**src/include/sw_slave_pkg.sv**
```systemverilog
// Constants for the single-wire slave: command codes, timing in ns and derived cycle counts.
// Assumes a 40 MHz system clock.
package sw_slave_pkg;
  localparam int unsigned CLK_NS = 25;
  // Command codes
  localparam logic [7:0] CMD_RESUME       = 8'hA5;
  localparam logic [7:0] CMD_OD_SKIP      = 8'h3C;
  localparam logic [7:0] CMD_OD_MATCH     = 8'h69;
  localparam logic [7:0] CMD_MATCH        = 8'h55;
  localparam logic [7:0] CMD_SKIP         = 8'hCC;
  localparam logic [7:0] CMD_SEARCH       = 8'hF0;
  localparam logic [7:0] CMD_COND_SEARCH  = 8'hEC;
  localparam logic [7:0] CMD_READ_ROM     = 8'h33;
  localparam int unsigned ROM_BITS = 64;
  // Times in ns (standard / overdrive)
  localparam int unsigned RESET_LONG_NS      = 480000;
  localparam int unsigned RESET_SHORT_NS     = 80000;
  localparam int unsigned RESET_DETECT_STD_NS = 480000;
  localparam int unsigned RESET_DETECT_OD_NS  = 48000;
  localparam int unsigned PRES_WAIT_STD_NS   = 30000;
  localparam int unsigned PRES_WAIT_OD_NS    = 3000;
  localparam int unsigned PRES_LOW_STD_NS    = 120000;
  localparam int unsigned PRES_LOW_OD_NS     = 12000;
  localparam int unsigned SAMPLE_STD_NS      = 30000;
  localparam int unsigned SAMPLE_OD_NS       = 3000;
  localparam int unsigned READ_HOLD_STD_NS   = 30000;
  localparam int unsigned READ_HOLD_OD_NS    = 3000;
  // Cycle counts: least times round up
  localparam int unsigned CYC_RESET_LONG  = (RESET_LONG_NS + CLK_NS - 1) / CLK_NS;
  localparam int unsigned CYC_RESET_SHORT = (RESET_SHORT_NS + CLK_NS - 1) / CLK_NS;
  localparam int unsigned CYC_RST_DET_STD = (RESET_DETECT_STD_NS + CLK_NS - 1) / CLK_NS;
  localparam int unsigned CYC_RST_DET_OD  = (RESET_DETECT_OD_NS + CLK_NS - 1) / CLK_NS;
  localparam int unsigned CYC_PW_STD      = (PRES_WAIT_STD_NS + CLK_NS - 1) / CLK_NS;
  localparam int unsigned CYC_PW_OD       = (PRES_WAIT_OD_NS + CLK_NS - 1) / CLK_NS;
  localparam int unsigned CYC_PL_STD      = (PRES_LOW_STD_NS + CLK_NS - 1) / CLK_NS;
  localparam int unsigned CYC_PL_OD       = (PRES_LOW_OD_NS + CLK_NS - 1) / CLK_NS;
  localparam int unsigned CYC_SMP_STD     = (SAMPLE_STD_NS + CLK_NS - 1) / CLK_NS;
  localparam int unsigned CYC_SMP_OD      = (SAMPLE_OD_NS + CLK_NS - 1) / CLK_NS;
  localparam int unsigned CYC_RH_STD      = (READ_HOLD_STD_NS + CLK_NS - 1) / CLK_NS;
  localparam int unsigned CYC_RH_OD       = (READ_HOLD_OD_NS + CLK_NS - 1) / CLK_NS;
  localparam int unsigned TMR_W = 16;
  localparam int unsigned CMD_BITS = 8;
endpackage : sw_slave_pkg

```
**src/design/sw_slave.sv**
```systemverilog
// Slave end of a single-conductor open-drain bus: reset/presence, bit slots,
// resume, overdrive skip and overdrive match addressing, resume flag and speed bit.
// Assumes the line input is asynchronous and the pad resolves the open-drain wire.
// Behaviour
// - Resume enters function stage only if flagged
// - Flag set only by successful addressing
// - Flag cleared when another device addressed
// - Overdrive skip: function stage, speed to overdrive
// - Long reset returns to standard speed
// - Short reset keeps overdrive speed
// - Overdrive match: 64 bits, exact match required
// - Overdrive kept when another device matched
// - Standard after power-up; overdrive times everything
// - Wait presence delay, then hold presence low
// - Falling edge starts timer; sample in window
// - Ready for new slot after recovery
// - Read zero pulls low, timer releases; one idle
`timescale 1ns/10ps
`default_nettype none
module sw_slave #(
  parameter logic [63:0] ROM_ID = 64'h0123_4567_89AB_CDEF, // Arbitrary identity
  parameter int unsigned RESET_LONG_CYC  = sw_slave_pkg::CYC_RESET_LONG,
  parameter int unsigned RESET_DET_STD   = sw_slave_pkg::CYC_RST_DET_STD,
  parameter int unsigned PRES_LOW_STD    = sw_slave_pkg::CYC_PL_STD
) (
  // Clock and reset
  input  wire logic       clk,
  input  wire logic       reset,
  // Bus line, open drain
  input  wire logic       line_in,
  output logic            line_out,
  output logic            line_oe,
  // Control function stage
  output logic            func_active,
  output logic            func_bit_valid,
  output logic            func_bit,
  input  wire logic       func_tx_bit,
  // Status
  output logic            speed_select_bit,
  output logic            resume_select_flag
);
  typedef enum logic [2:0] {
    ST_IDLE, ST_RESET_LOW, ST_PRES_WAIT, ST_PRES_LOW, ST_SLOT, ST_SLOT_END
  } line_st_t;
  typedef enum logic [2:0] {
    PH_CMD, PH_MATCH, PH_FUNC, PH_SEARCH, PH_READROM, PH_WAIT
  } phase_t;
  typedef struct packed {
    logic [1:0]  sync;
    line_st_t    st;
    phase_t      ph;
    logic [15:0] tmr;
    logic [6:0]  bitcnt;
    logic [7:0]  cmd;
    logic        match_ok;
    logic        od_pending;
    logic [1:0]  srch_step;
    logic        drive;
    logic        tx_bit;
    logic        speed;
    logic        resume;
    logic        fvalid;
    logic        fbit;
    logic        func;
  } state_t;

  state_t q, d;
  logic   line_s;
  logic   is_od;
  logic   rx_bit;
  logic   slot_done;
  logic   rom_bit;
  logic   rx_sample_at;
  assign line_s = q.sync[1];
  // An overdrive match is received fast before the speed bit may change
  assign is_od  = q.speed | q.od_pending;
  assign rom_bit = ROM_ID[q.bitcnt[5:0]];

  function automatic logic [15:0] pick(input logic od, input int unsigned s, input int unsigned o);
    pick = od ? o[15:0] : s[15:0];
  endfunction

  always_comb begin
    d = q;
    d.sync   = {q.sync[0], line_in};
    d.fvalid = 1'b0;
    rx_bit   = 1'b0;
    slot_done = 1'b0;
    rx_sample_at = 1'b0;
    if (q.tmr != 16'hFFFF) begin
      d.tmr = q.tmr + 16'h0001;
    end
    case (q.st)
      ST_IDLE: begin
        if (!line_s) begin
          d.st  = ST_SLOT;
          d.tmr = 16'h0000;
          d.drive = 1'b0;
          if ((q.ph == PH_FUNC && q.tx_bit == 1'b0) || (q.ph == PH_SEARCH &&
              q.srch_step != 2'd2 && (q.srch_step == 2'd0 ? !rom_bit : rom_bit)) ||
              (q.ph == PH_READROM && !rom_bit)) begin
            d.drive = 1'b1;
          end
        end
      end
      ST_SLOT: begin
        rx_sample_at = q.tmr == pick(is_od, sw_slave_pkg::CYC_SMP_STD, sw_slave_pkg::CYC_SMP_OD);
        if (q.tmr == pick(is_od, sw_slave_pkg::CYC_RH_STD, sw_slave_pkg::CYC_RH_OD)) begin
          d.drive = 1'b0;
        end
        if (rx_sample_at) begin
          rx_bit = line_s;
          slot_done = 1'b1;
        end
        if (q.tmr >= pick(is_od, RESET_DET_STD, sw_slave_pkg::CYC_RST_DET_OD)) begin
          d.st = ST_RESET_LOW;
          d.drive = 1'b0;
        end else if (line_s && q.tmr > pick(is_od, sw_slave_pkg::CYC_SMP_STD,
                     sw_slave_pkg::CYC_SMP_OD) && !q.drive) begin
          d.st = ST_IDLE;
        end
      end
      ST_RESET_LOW: begin
        if (line_s) begin
          // A short reset in overdrive leaves the speed bit alone
          if (q.tmr >= RESET_LONG_CYC[15:0]) begin
            d.speed = 1'b0;
          end
          d.od_pending = 1'b0;
          d.st  = ST_PRES_WAIT;
          d.tmr = 16'h0000;
          d.ph  = PH_CMD;
          d.bitcnt = 7'd0;
          d.drive = 1'b0;
        end
      end
      ST_PRES_WAIT: begin
        if (q.tmr >= pick(q.speed, sw_slave_pkg::CYC_PW_STD, sw_slave_pkg::CYC_PW_OD)) begin
          d.st = ST_PRES_LOW;
          // Starting at one makes the pull last exactly the presence count
          d.tmr = 16'h0001;
          d.drive = 1'b1;
        end
      end
      ST_PRES_LOW: begin
        if (q.tmr >= pick(q.speed, PRES_LOW_STD, sw_slave_pkg::CYC_PL_OD)) begin
          d.drive = 1'b0;
          d.st = ST_SLOT_END;
        end
      end
      ST_SLOT_END: begin
        if (line_s) begin
          d.st = ST_IDLE;
        end
      end
      default: d.st = ST_IDLE;
    endcase

    if (slot_done) begin
      case (q.ph)
        PH_CMD: begin
          d.cmd = {rx_bit, q.cmd[7:1]};
          d.bitcnt = q.bitcnt + 7'd1;
          if (q.bitcnt == 7'd7) begin
            d.bitcnt = 7'd0;
            d.match_ok = 1'b1;
            d.srch_step = 2'd0;
            case ({rx_bit, q.cmd[7:1]})
              sw_slave_pkg::CMD_RESUME: d.ph = q.resume ? PH_FUNC : PH_WAIT;
              sw_slave_pkg::CMD_OD_SKIP: begin
                d.ph = PH_FUNC;
                d.speed = 1'b1;
              end
              sw_slave_pkg::CMD_OD_MATCH: begin
                d.ph = PH_MATCH;
                d.od_pending = 1'b1;
              end
              sw_slave_pkg::CMD_MATCH: begin
                d.ph = PH_MATCH;
                d.od_pending = 1'b0;
              end
              sw_slave_pkg::CMD_SEARCH, sw_slave_pkg::CMD_COND_SEARCH: d.ph = PH_SEARCH;
              sw_slave_pkg::CMD_SKIP: d.ph = PH_FUNC;
              sw_slave_pkg::CMD_READ_ROM: d.ph = PH_READROM;
              default: d.ph = PH_WAIT;
            endcase
          end
        end
        PH_MATCH: begin
          d.match_ok = q.match_ok & (rx_bit == rom_bit);
          d.bitcnt = q.bitcnt + 7'd1;
          if (q.bitcnt == 7'(sw_slave_pkg::ROM_BITS - 1)) begin
            if (q.match_ok && rx_bit == rom_bit) begin
              d.ph = PH_FUNC;
              d.resume = 1'b1;
              d.speed = q.speed | q.od_pending;
            end else begin
              d.ph = PH_WAIT;
              d.resume = 1'b0;
              // Speed bit untouched: already-overdrive slaves stay fast
              d.speed = q.speed;
            end
            d.od_pending = 1'b0;
          end
        end
        PH_SEARCH: begin
          if (q.srch_step == 2'd2) begin
            d.srch_step = 2'd0;
            d.bitcnt = q.bitcnt + 7'd1;
            if (rx_bit != rom_bit) begin
              d.ph = PH_WAIT;
              d.resume = 1'b0;
            end else if (q.bitcnt == 7'(sw_slave_pkg::ROM_BITS - 1)) begin
              d.ph = PH_FUNC;
              d.resume = 1'b1;
            end
          end else begin
            d.srch_step = q.srch_step + 2'd1;
          end
        end
        PH_READROM: begin
          d.bitcnt = q.bitcnt + 7'd1;
          if (q.bitcnt == 7'(sw_slave_pkg::ROM_BITS - 1)) begin
            d.ph = PH_FUNC;
          end
        end
        PH_FUNC: begin
          d.fvalid = 1'b1;
          d.fbit = rx_bit;
        end
        default: d.ph = q.ph;
      endcase
    end
    // Next transmit bit is captured between slots so the drive decision is stable
    if (q.st != ST_SLOT) begin
      d.tx_bit = func_tx_bit;
    end
    d.func = (d.ph == PH_FUNC);
  end

  always_ff @(posedge clk or posedge reset) begin
    if (reset) begin
      q <= '{sync: 2'b11, st: ST_IDLE, ph: PH_WAIT, tmr: 16'h0000, bitcnt: 7'd0,
             cmd: 8'h00, match_ok: 1'b0, od_pending: 1'b0, srch_step: 2'd0,
             drive: 1'b0, tx_bit: 1'b1, speed: 1'b0, resume: 1'b0, fvalid: 1'b0,
             fbit: 1'b0, func: 1'b0};
    end else begin
      q <= d;
    end
  end

  assign line_out           = 1'b0;
  assign line_oe            = q.drive;
  assign func_active        = q.func;
  assign func_bit_valid     = q.fvalid;
  assign func_bit           = q.fbit;
  assign speed_select_bit   = q.speed;
  assign resume_select_flag = q.resume;
endmodule : sw_slave
`default_nettype wire

```
**config.mk**
```make
export PLATFORM = sky130hd
export DESIGN_NAME = sw_slave
export DESIGN_NICKNAME = d
export VERILOG_FILES = /design/src/include/sw_slave_pkg.sv /design/src/design/sw_slave.sv
export SDC_FILE = /design/constraint.sdc
export NUM_CORES = 1
export LEC_CHECK = 0
export BUFFER_PORTS_ARGS = -buffer_cell sky130_fd_sc_hd__clkbuf_2
export CORE_ASPECT_RATIO = 2
export CORE_MARGIN = 5
export CORE_UTILIZATION = 54
export CTS_BUF_LIST = sky130_fd_sc_hd__clkbuf_2 sky130_fd_sc_hd__clkbuf_4 sky130_fd_sc_hd__clkbuf_8
export DETAILED_ROUTE_END_ITERATION = 8
export HOLD_SLACK_MARGIN = 0.06
export PLACE_DENSITY = 0.72
export SETUP_SLACK_MARGIN = 0.15
export SYNTH_ARGS = -nofsm -noshare
export SYNTH_HDL_FRONTEND = slang
export SYNTH_SLANG_ARGS = --single-unit
```
**constraint.sdc**
```tcl
create_clock -name clk -period 10.25 [get_ports clk]
set_input_delay 1.025 -clock clk [delete_from_list [all_inputs] [get_ports clk]]
set_output_delay 1.025 -clock clk [all_outputs]
set_load 0.02 [all_outputs]
```
==> results of run 1 <==
-- how the worst max path moves through the flow --
stage	startpoint	to	slack, ns	depth (start not counted)
global route	speed_select_bit	q[23]	6.15	10
finish	speed_select_bit	q[23]	6.40	10
detailed placement	speed_select_bit	q[23]	6.45	10
CTS	speed_select_bit	q[23]	6.44	10
floorplan	speed_select_bit	func_bit	6.89	9
global placement	speed_select_bit	q[23]	6.60	10
-- report_power, final --
| part | switching [uW] | leakage, uW | internal, uW | total (uW) |
|---|---|---|---|---|
| logic | 5.03 | 0.00102 | 1.10 | 6.14 |
| clock network | 67.5 | 0.0000542 | 61.2 | 129 |
| registers | 1.32 | 0.000652 | 194 | 196 |
-- routing by layer --
layer / up-vias / share of wire (%) / global-route usage, % / wire length (um)
met5: - / 0 / 0 / 0
met3: 42 / 3.2 / 3.67 / 313
met4: 0 / 5.5 / 15.5 / 546
met2: 95 / 54 / 42.1 / 5360
li1: 1631 / - / - / -
met1: 1636 / 37 / 22.1 / 3620
-- metrics by stage --
stage	setup slack (ns)	cells	total power, uW	utilization, %
2_1_floorplan	6.89	452	204	-
4_1_cts	6.44	534	334	57.4
6_report	6.40	534	330	57.4
5_1_grt	6.15	534	343	57.4
3_3_place_gp	6.60	526	206	56.0
3_5_place_dp	6.45	526	206	56.0
-- placed cells by master, fill, tap and decap left out, types with 3 or more instances in the layout --
cell / synthesis / routed
nand3b_1: 4 / 4
o32a_1: 3 / 3
a21oi_1: 25 / 25
o311ai_0: 3 / 3
clkbuf_2: 0 / 9
or4b_2: 3 / 3
dfstp_2: 5 / 5
clkbuf_8: 0 / 7
or3_1: 3 / 3
inv_1: 25 / 24
o31ai_1: 6 / 6
xor2_1: 7 / 7
nor4bb_1: 5 / 5
xnor2_1: 8 / 8
nor2b_1: 12 / 12
and3_1: 6 / 6
nor2_1: 37 / 37
nand4_1: 9 / 9
nand2_1: 50 / 50
a31oi_1: 6 / 6
nand2b_1: 7 / 7
nor3b_1: 4 / 4
dfrtp_1: 44 / 44
a21o_1: 4 / 4
nor4_1: 6 / 6
mux2_2: 10 / 10
o211ai_1: 3 / 3
nand3_1: 13 / 13
nand4b_1: 4 / 4
ha_1: 22 / 22
nor3_1: 9 / 9
and2_1: 5 / 5
o21ai_0: 26 / 26
-- state kept, by name, summed over array words and instances (netlist names) --
name                count
d                       1
func_active             1
func_bit                1
func_bit_valid          1
line_oe                 1
line_s                  1
q                      41
resume_select_flag      1
speed_select_bit        1
-- area by class of cell --
type	count	area share, %
timing repair buffer	9	1.14
clock inverter	1	0.127
sequential	49	31.2
clock buffer	7	2.44
inverter	25	2.37
multi-input combinational	353	59.9
tap	90	2.85
-- cell families (layout without fill, tap and decap cells) --
group                    count (synthesis)  after routing
AO/OA/AOI/OAI                          106            106
XOR/XNOR                                15             15
adder cells (fa/ha/maj)                 22             22
buffers and inverters                   50             42
flip-flops                              49             49
multiplexers                            12             12
other                                    1              1
AND/OR/NAND/NOR                        197            197
==> flow_summary.json, run 1 <==
{
  "synth_compound_area_share_pct": 19.0,
  "worstHoldPathCells": 0,
  "worst_pin_slew_ns": 1.07,
  "initial_utilization_pct": 55.3,
  "synth_top_family_by_area": "simple AND/OR/NAND/NOR gates",
  "synth_fp_nets": 478,
  "hold_start": "d[49]",
  "die_h_um": 129,
  "synthSimpleGateAreaFrac_pct": 29.0,
  "yosysWarningCount": 0,
  "max_freq_mhz": 260,
  "num_vias": 3404,
  "die_x_um": 69.4,
  "hold_class": "register to register",
  "dr.pass1.iters": 4,
  "cts_buffers": 5,
  "postSynthCellCount": 452,
  "std_cell_rows": 43,
  "drcViolationCount": 0,
  "grt_pass1_vias": 3432,
  "yosys.area_share.adder_pct": 7.23,
  "multi_input_area_um2": 2370,
  "cp_cell_sequence": "inv_1, nand2_1, ha_1, nand4b_1, or4b_2, nor4_1, nand4_1, and2b_1, a21oi_1, a21oi_1",
  "cts_resized": 0,
  "power_density_nw_per_um2": 83.5,
  "holdWs_ns": 0.358,
  "ys_top_cells_by_count": "50 x nand2_1, 44 x dfrtp_1, 37 x nor2_1",
  "synth_area_um2": 3810,
  "cts_tree": "yes",
  "crit_path_max_incr_delay_ns": 0.67,
  "crit_required_ns": 10.49,
  "ir_drop_mv": 0.0995,
  "synth-xor-area-share_pct": 3.45,
  "r2r_end": "q[23]",
  "seqCellArea_um2": 1230,
  "post_cts_buffers": 0,
  "worst_ep_arrival_time_ns": 4.09,
  "min_to": "line_s",
  "synth_top_area_share_pct": 28.9,
  "grt_pass1_wl_mm": 16.2,
  "htreeDepth": 2,
  "clock_path_buffers": 2,
  "avgSynthCellArea_um2": 8.42,
  "synth_cell_types": 73,
  "timing.setup.tns_ns": 0,
  "r2r_start": "speed_select_bit",
  "drive_above_1_share_pct": 12.2,
  "dieArea_um2": 8930,
  "path_clk_slew_ns": 0.09,
  "placed_area_um2": 3850,
  "port_buffers": 9,
  "core_um2": 6890,
  "synth.area.mux_share_pct": 3.48,
  "slew_headroom_pct": 28.4,
  "crit_fanout": 9,
  "layout.nets": 469,
  "io_pins": 11,
  "antenna_cells": 0,
  "p_leak_uw": 0.00172,
  "cp_top_family": "simple AND/OR/NAND/NOR gates",
  "setup_violations": 0,
  "ys_seq_area_share_pct": 32.4,
  "ff2ff_setup_slack_ns": 6.40,
  "critPathSlowestCell": "or4b_2",
  "ant_nets": 0,
  "cpMostUsedCell": "a21oi_1",
  "final.setup_skew_ns": 0.00990,
  "flow.area_growth_from_synthesis_pct": 3.88,
  "clockRootBuffer": "clkbuf_8",
  "synth_flop_cell": "dfrtp_1",
  "synth_edf_count": 0,
  "rsz0062_at_grt": "no",
  "cp-start-kind": "register",
  "report.final.slew_viol_count": 0,
  "crit_path_end_kind": "register",
  "min_period_ns": 3.85,
  "synth_area_leader_cell": "dfrtp_1",
  "status": "complete, no violations",
  "clkSinkCount": 49,
  "grt_max_degree": 50,
  "clk_latency_ns": 0.31,
  "stdcell_area_um2": 3960,
  "wl_per_cell_um": 18.4,
  "globalRoute.totalOverflow": 0,
  "synth.most_common_cell": "nand2_1",
  "async_flop_share_pct": 100,
  "synthTopCellsByArea": "dfrtp_1 29%, ha_1 7.2%, nand2_1 4.9%, nor2_1 3.6%, dfstp_2 3.5%",
  "crit_type": "register to register",
  "wl_mm": 9.85,
  "via_per_inst": 6.37,
  "antenna_found_initial": 0,
  "place.detailed.hpwl_mm": 7.45,
  "place_congestion": 1.02,
  "reg2reg_depth": 10,
  "drt_iter0_markers": 178,
  "cts_hold_buf": 0,
  "synth-seq-cells": 49,
  "grt_util_all_layers_pct": 22.5,
  "period_share_pct": 37.6,
  "maxCapViolations": 0,
  "hold_viol": 0,
  "fill_cells": 678,
  "worst-path-buf-inv": 1
}
Note: power is estimated with default switching activity, not from simulation.
==> run 2: changes to the inputs <==
==> constraint.sdc (replaced) <==
create_clock -name clk -period 3.65 [get_ports clk]
set_input_delay 0.365 -clock clk [delete_from_list [all_inputs] [get_ports clk]]
set_output_delay 0.365 -clock clk [all_outputs]
set_load 0.02 [all_outputs]
==> run 2 against run 1 <==
  * Utilization up 1.6 points
  * Combinational power rose to 2.8 times the previous value
  * Critical endpoint is now func_bit
  * Sequential share of layout area shrank 0.83 points
  * Clock skew rose by 0.0063 ns
  * Cell count rose by 2.1%
  * Clock power grew to 3.2 times the previous value
  * Power rose to 3.0 times the previous value
==> flow_summary.json, run 2 (synthesis results as in run 1) <==
{
  "status": "complete, no violations",
  "antenna_found_initial": 0,
  "hold_viol": 0,
  "ant_nets": 0,
  "worst-path-buf-inv": 1,
  "clockRootBuffer": "clkbuf_8",
  "cp_cell_sequence": "inv_1, nand2_1, ha_1, nand4b_1, or4b_2, or4_2, nor3_2, mux2_2",
  "layout.nets": 480,
  "die_h_um": 129,
  "maxCapViolations": 0,
  "period_share_pct": 92.8,
  "clk_latency_ns": 0.33,
  "drive_above_1_share_pct": 14.5,
  "antenna_cells": 0,
  "flow.area_growth_from_synthesis_pct": 6.70,
  "power_density_nw_per_um2": 242,
  "drt_iter0_markers": 209,
  "ir_drop_mv": 0.208,
  "power_frac_comb_pct": 1.8,
  "max_freq_mhz": 295,
  "clkSinkCount": 49,
  "p_leak_uw": 0.00178,
  "cp-start-kind": "register",
  "grt_pass1_wl_mm": 17.4,
  "fill_cells": 686,
  "via_per_inst": 6.42,
  "cp_num_cells": 8,
  "dp.cells": 537,
  "globalRoute.totalOverflow": 0,
  "largest_reg_flops": 41,
  "critPathSlowestCell": "or4b_2",
  "layout.cells.non_filler": 545,
  "drcViolationCount": 0,
  "timing.setup.tns_ns": 0,
  "report.final.slew_viol_count": 0,
  "std_cell_rows": 43,
  "initial_utilization_pct": 55.3,
  "slew_headroom_pct": 31.6,
  "grt_pass1_vias": 3604,
  "clock_path_buffers": 2,
  "crit_path_max_incr_delay_ns": 0.69,
  "place.detailed.hpwl_mm": 8.15,
  "cp_top_family": "simple AND/OR/NAND/NOR gates",
  "crit_path_end_kind": "register",
  "final.setup_skew_ns": 0.0162,
  "cts_hold_buf": 0,
  "crit_type": "register to register",
  "placed_area_um2": 3940,
  "setup_violations": 0,
  "cts_tree": "yes",
  "grt_max_degree": 50,
  "crit_fanout": 7,
  "worst_ep_arrival_time_ns": 3.59,
  "clock_power_share_pct": 42.5,
  "die_x_um": 69.4,
  "min_period_ns": 3.39,
  "core_um2": 6890,
  "fin_util_pct": 59.0,
  "num_vias": 3499,
  "hold_class": "input port to register",
  "place_congestion": 0.976,
  "cts_buffers": 5,
  "rsz0062_at_grt": "yes",
  "seqPwrFrac_pct": 55.8,
  "dieArea_um2": 8930,
  "power_switching_share_pct": 21.6,
  "worstHoldPathCells": 1,
  "final_common_cell": "nand2_1",
  "most-common-layout-cells": "50 x nand2_1, 44 x dfrtp_1, 37 x nor2_1",
  "seqCellArea_um2": 1230,
  "wl_mm": 10.5,
  "wl_per_cell_um": 19.3,
  "path_clk_slew_ns": 0.09,
  "port_buffers": 9,
  "p_int_uw": 772,
  "stdcell_area_um2": 4060,
  "htreeDepth": 2,
  "io_pins": 11,
  "dr.pass1.iters": 5,
  "top_register": "q",
  "multi_input_area_um2": 2380,
  "crit_required_ns": 3.85,
  "p_switching_uw": 213,
  "reg2reg_depth": 8,
  "worst_pin_slew_ns": 1.02,
  "grt_util_all_layers_pct": 24.5
}
## run 2: layout make-up
class / instances / share of cell area (%)
multi-input combinational: 353 / 58.5
sequential: 49 / 30.3
timing repair buffer: 20 / 3.14
tap: 90 / 2.77
inverter: 25 / 2.31
clock buffer: 6 / 2.03
clock inverter: 2 / 0.924
## run 2: what timing repair did
item,4_1_cts,5_1_grt
endpoints found under the setup margin,0,1
resized for setup,0,1
hold endpoints to repair,0,0
buffers inserted,0,0
## run 2: worst paths after layout
check                            endpoint        startpoint  slack, ns
max reg2reg                      func_bit  speed_select_bit       0.26
min reg2reg                        line_s             d[49]       0.36
max in group asynchronous  func_bit_valid             reset       2.74
min                                 d[49]           line_in       0.12
min in group asynchronous           q[16]             reset       0.26
max                              func_bit  speed_select_bit       0.26
## run 2: routing by layer
metal  global-route usage [%]  share of wire, %
met2                     45.2                54
met1                     22.6                34
met5                        0                 0
met4                     23.1               8.9
met3                     3.21               2.5
## run 2: power by group through the flow
stage / Combinational (uW) / Sequential [uW] / Clock (uW)
CTS: 18.3 / 549 / 432
global route: 20.4 / 550 / 449
detailed placement: 18.3 / 560 / 0
global placement: 17.9 / 560 / 0
finish: 17.2 / 549 / 418
floorplan: 15.4 / 556 / 0
## run 2: worst register-to-register path: cells and delay by family (launching register included)
family | cells | cell delay, ns
buffers and inverters | 1 | 0.10
and+or+nand+nor | 5 | 2.08
adders and majority gates | 1 | 0.37
muxes | 1 | 0.35
DFF | 1 | 0.39
## run 2: stage by stage
step	total power, uW	hold WS [ns]	worst slack, ns
final	985	0.125	0.263
after global routing	1020	0.113	0.135
after CTS	1000	0.110	0.306
after detailed placement	578	0.348	0.293
after global placement	578	0.346	0.382
after floorplan	572	0.345	0.292
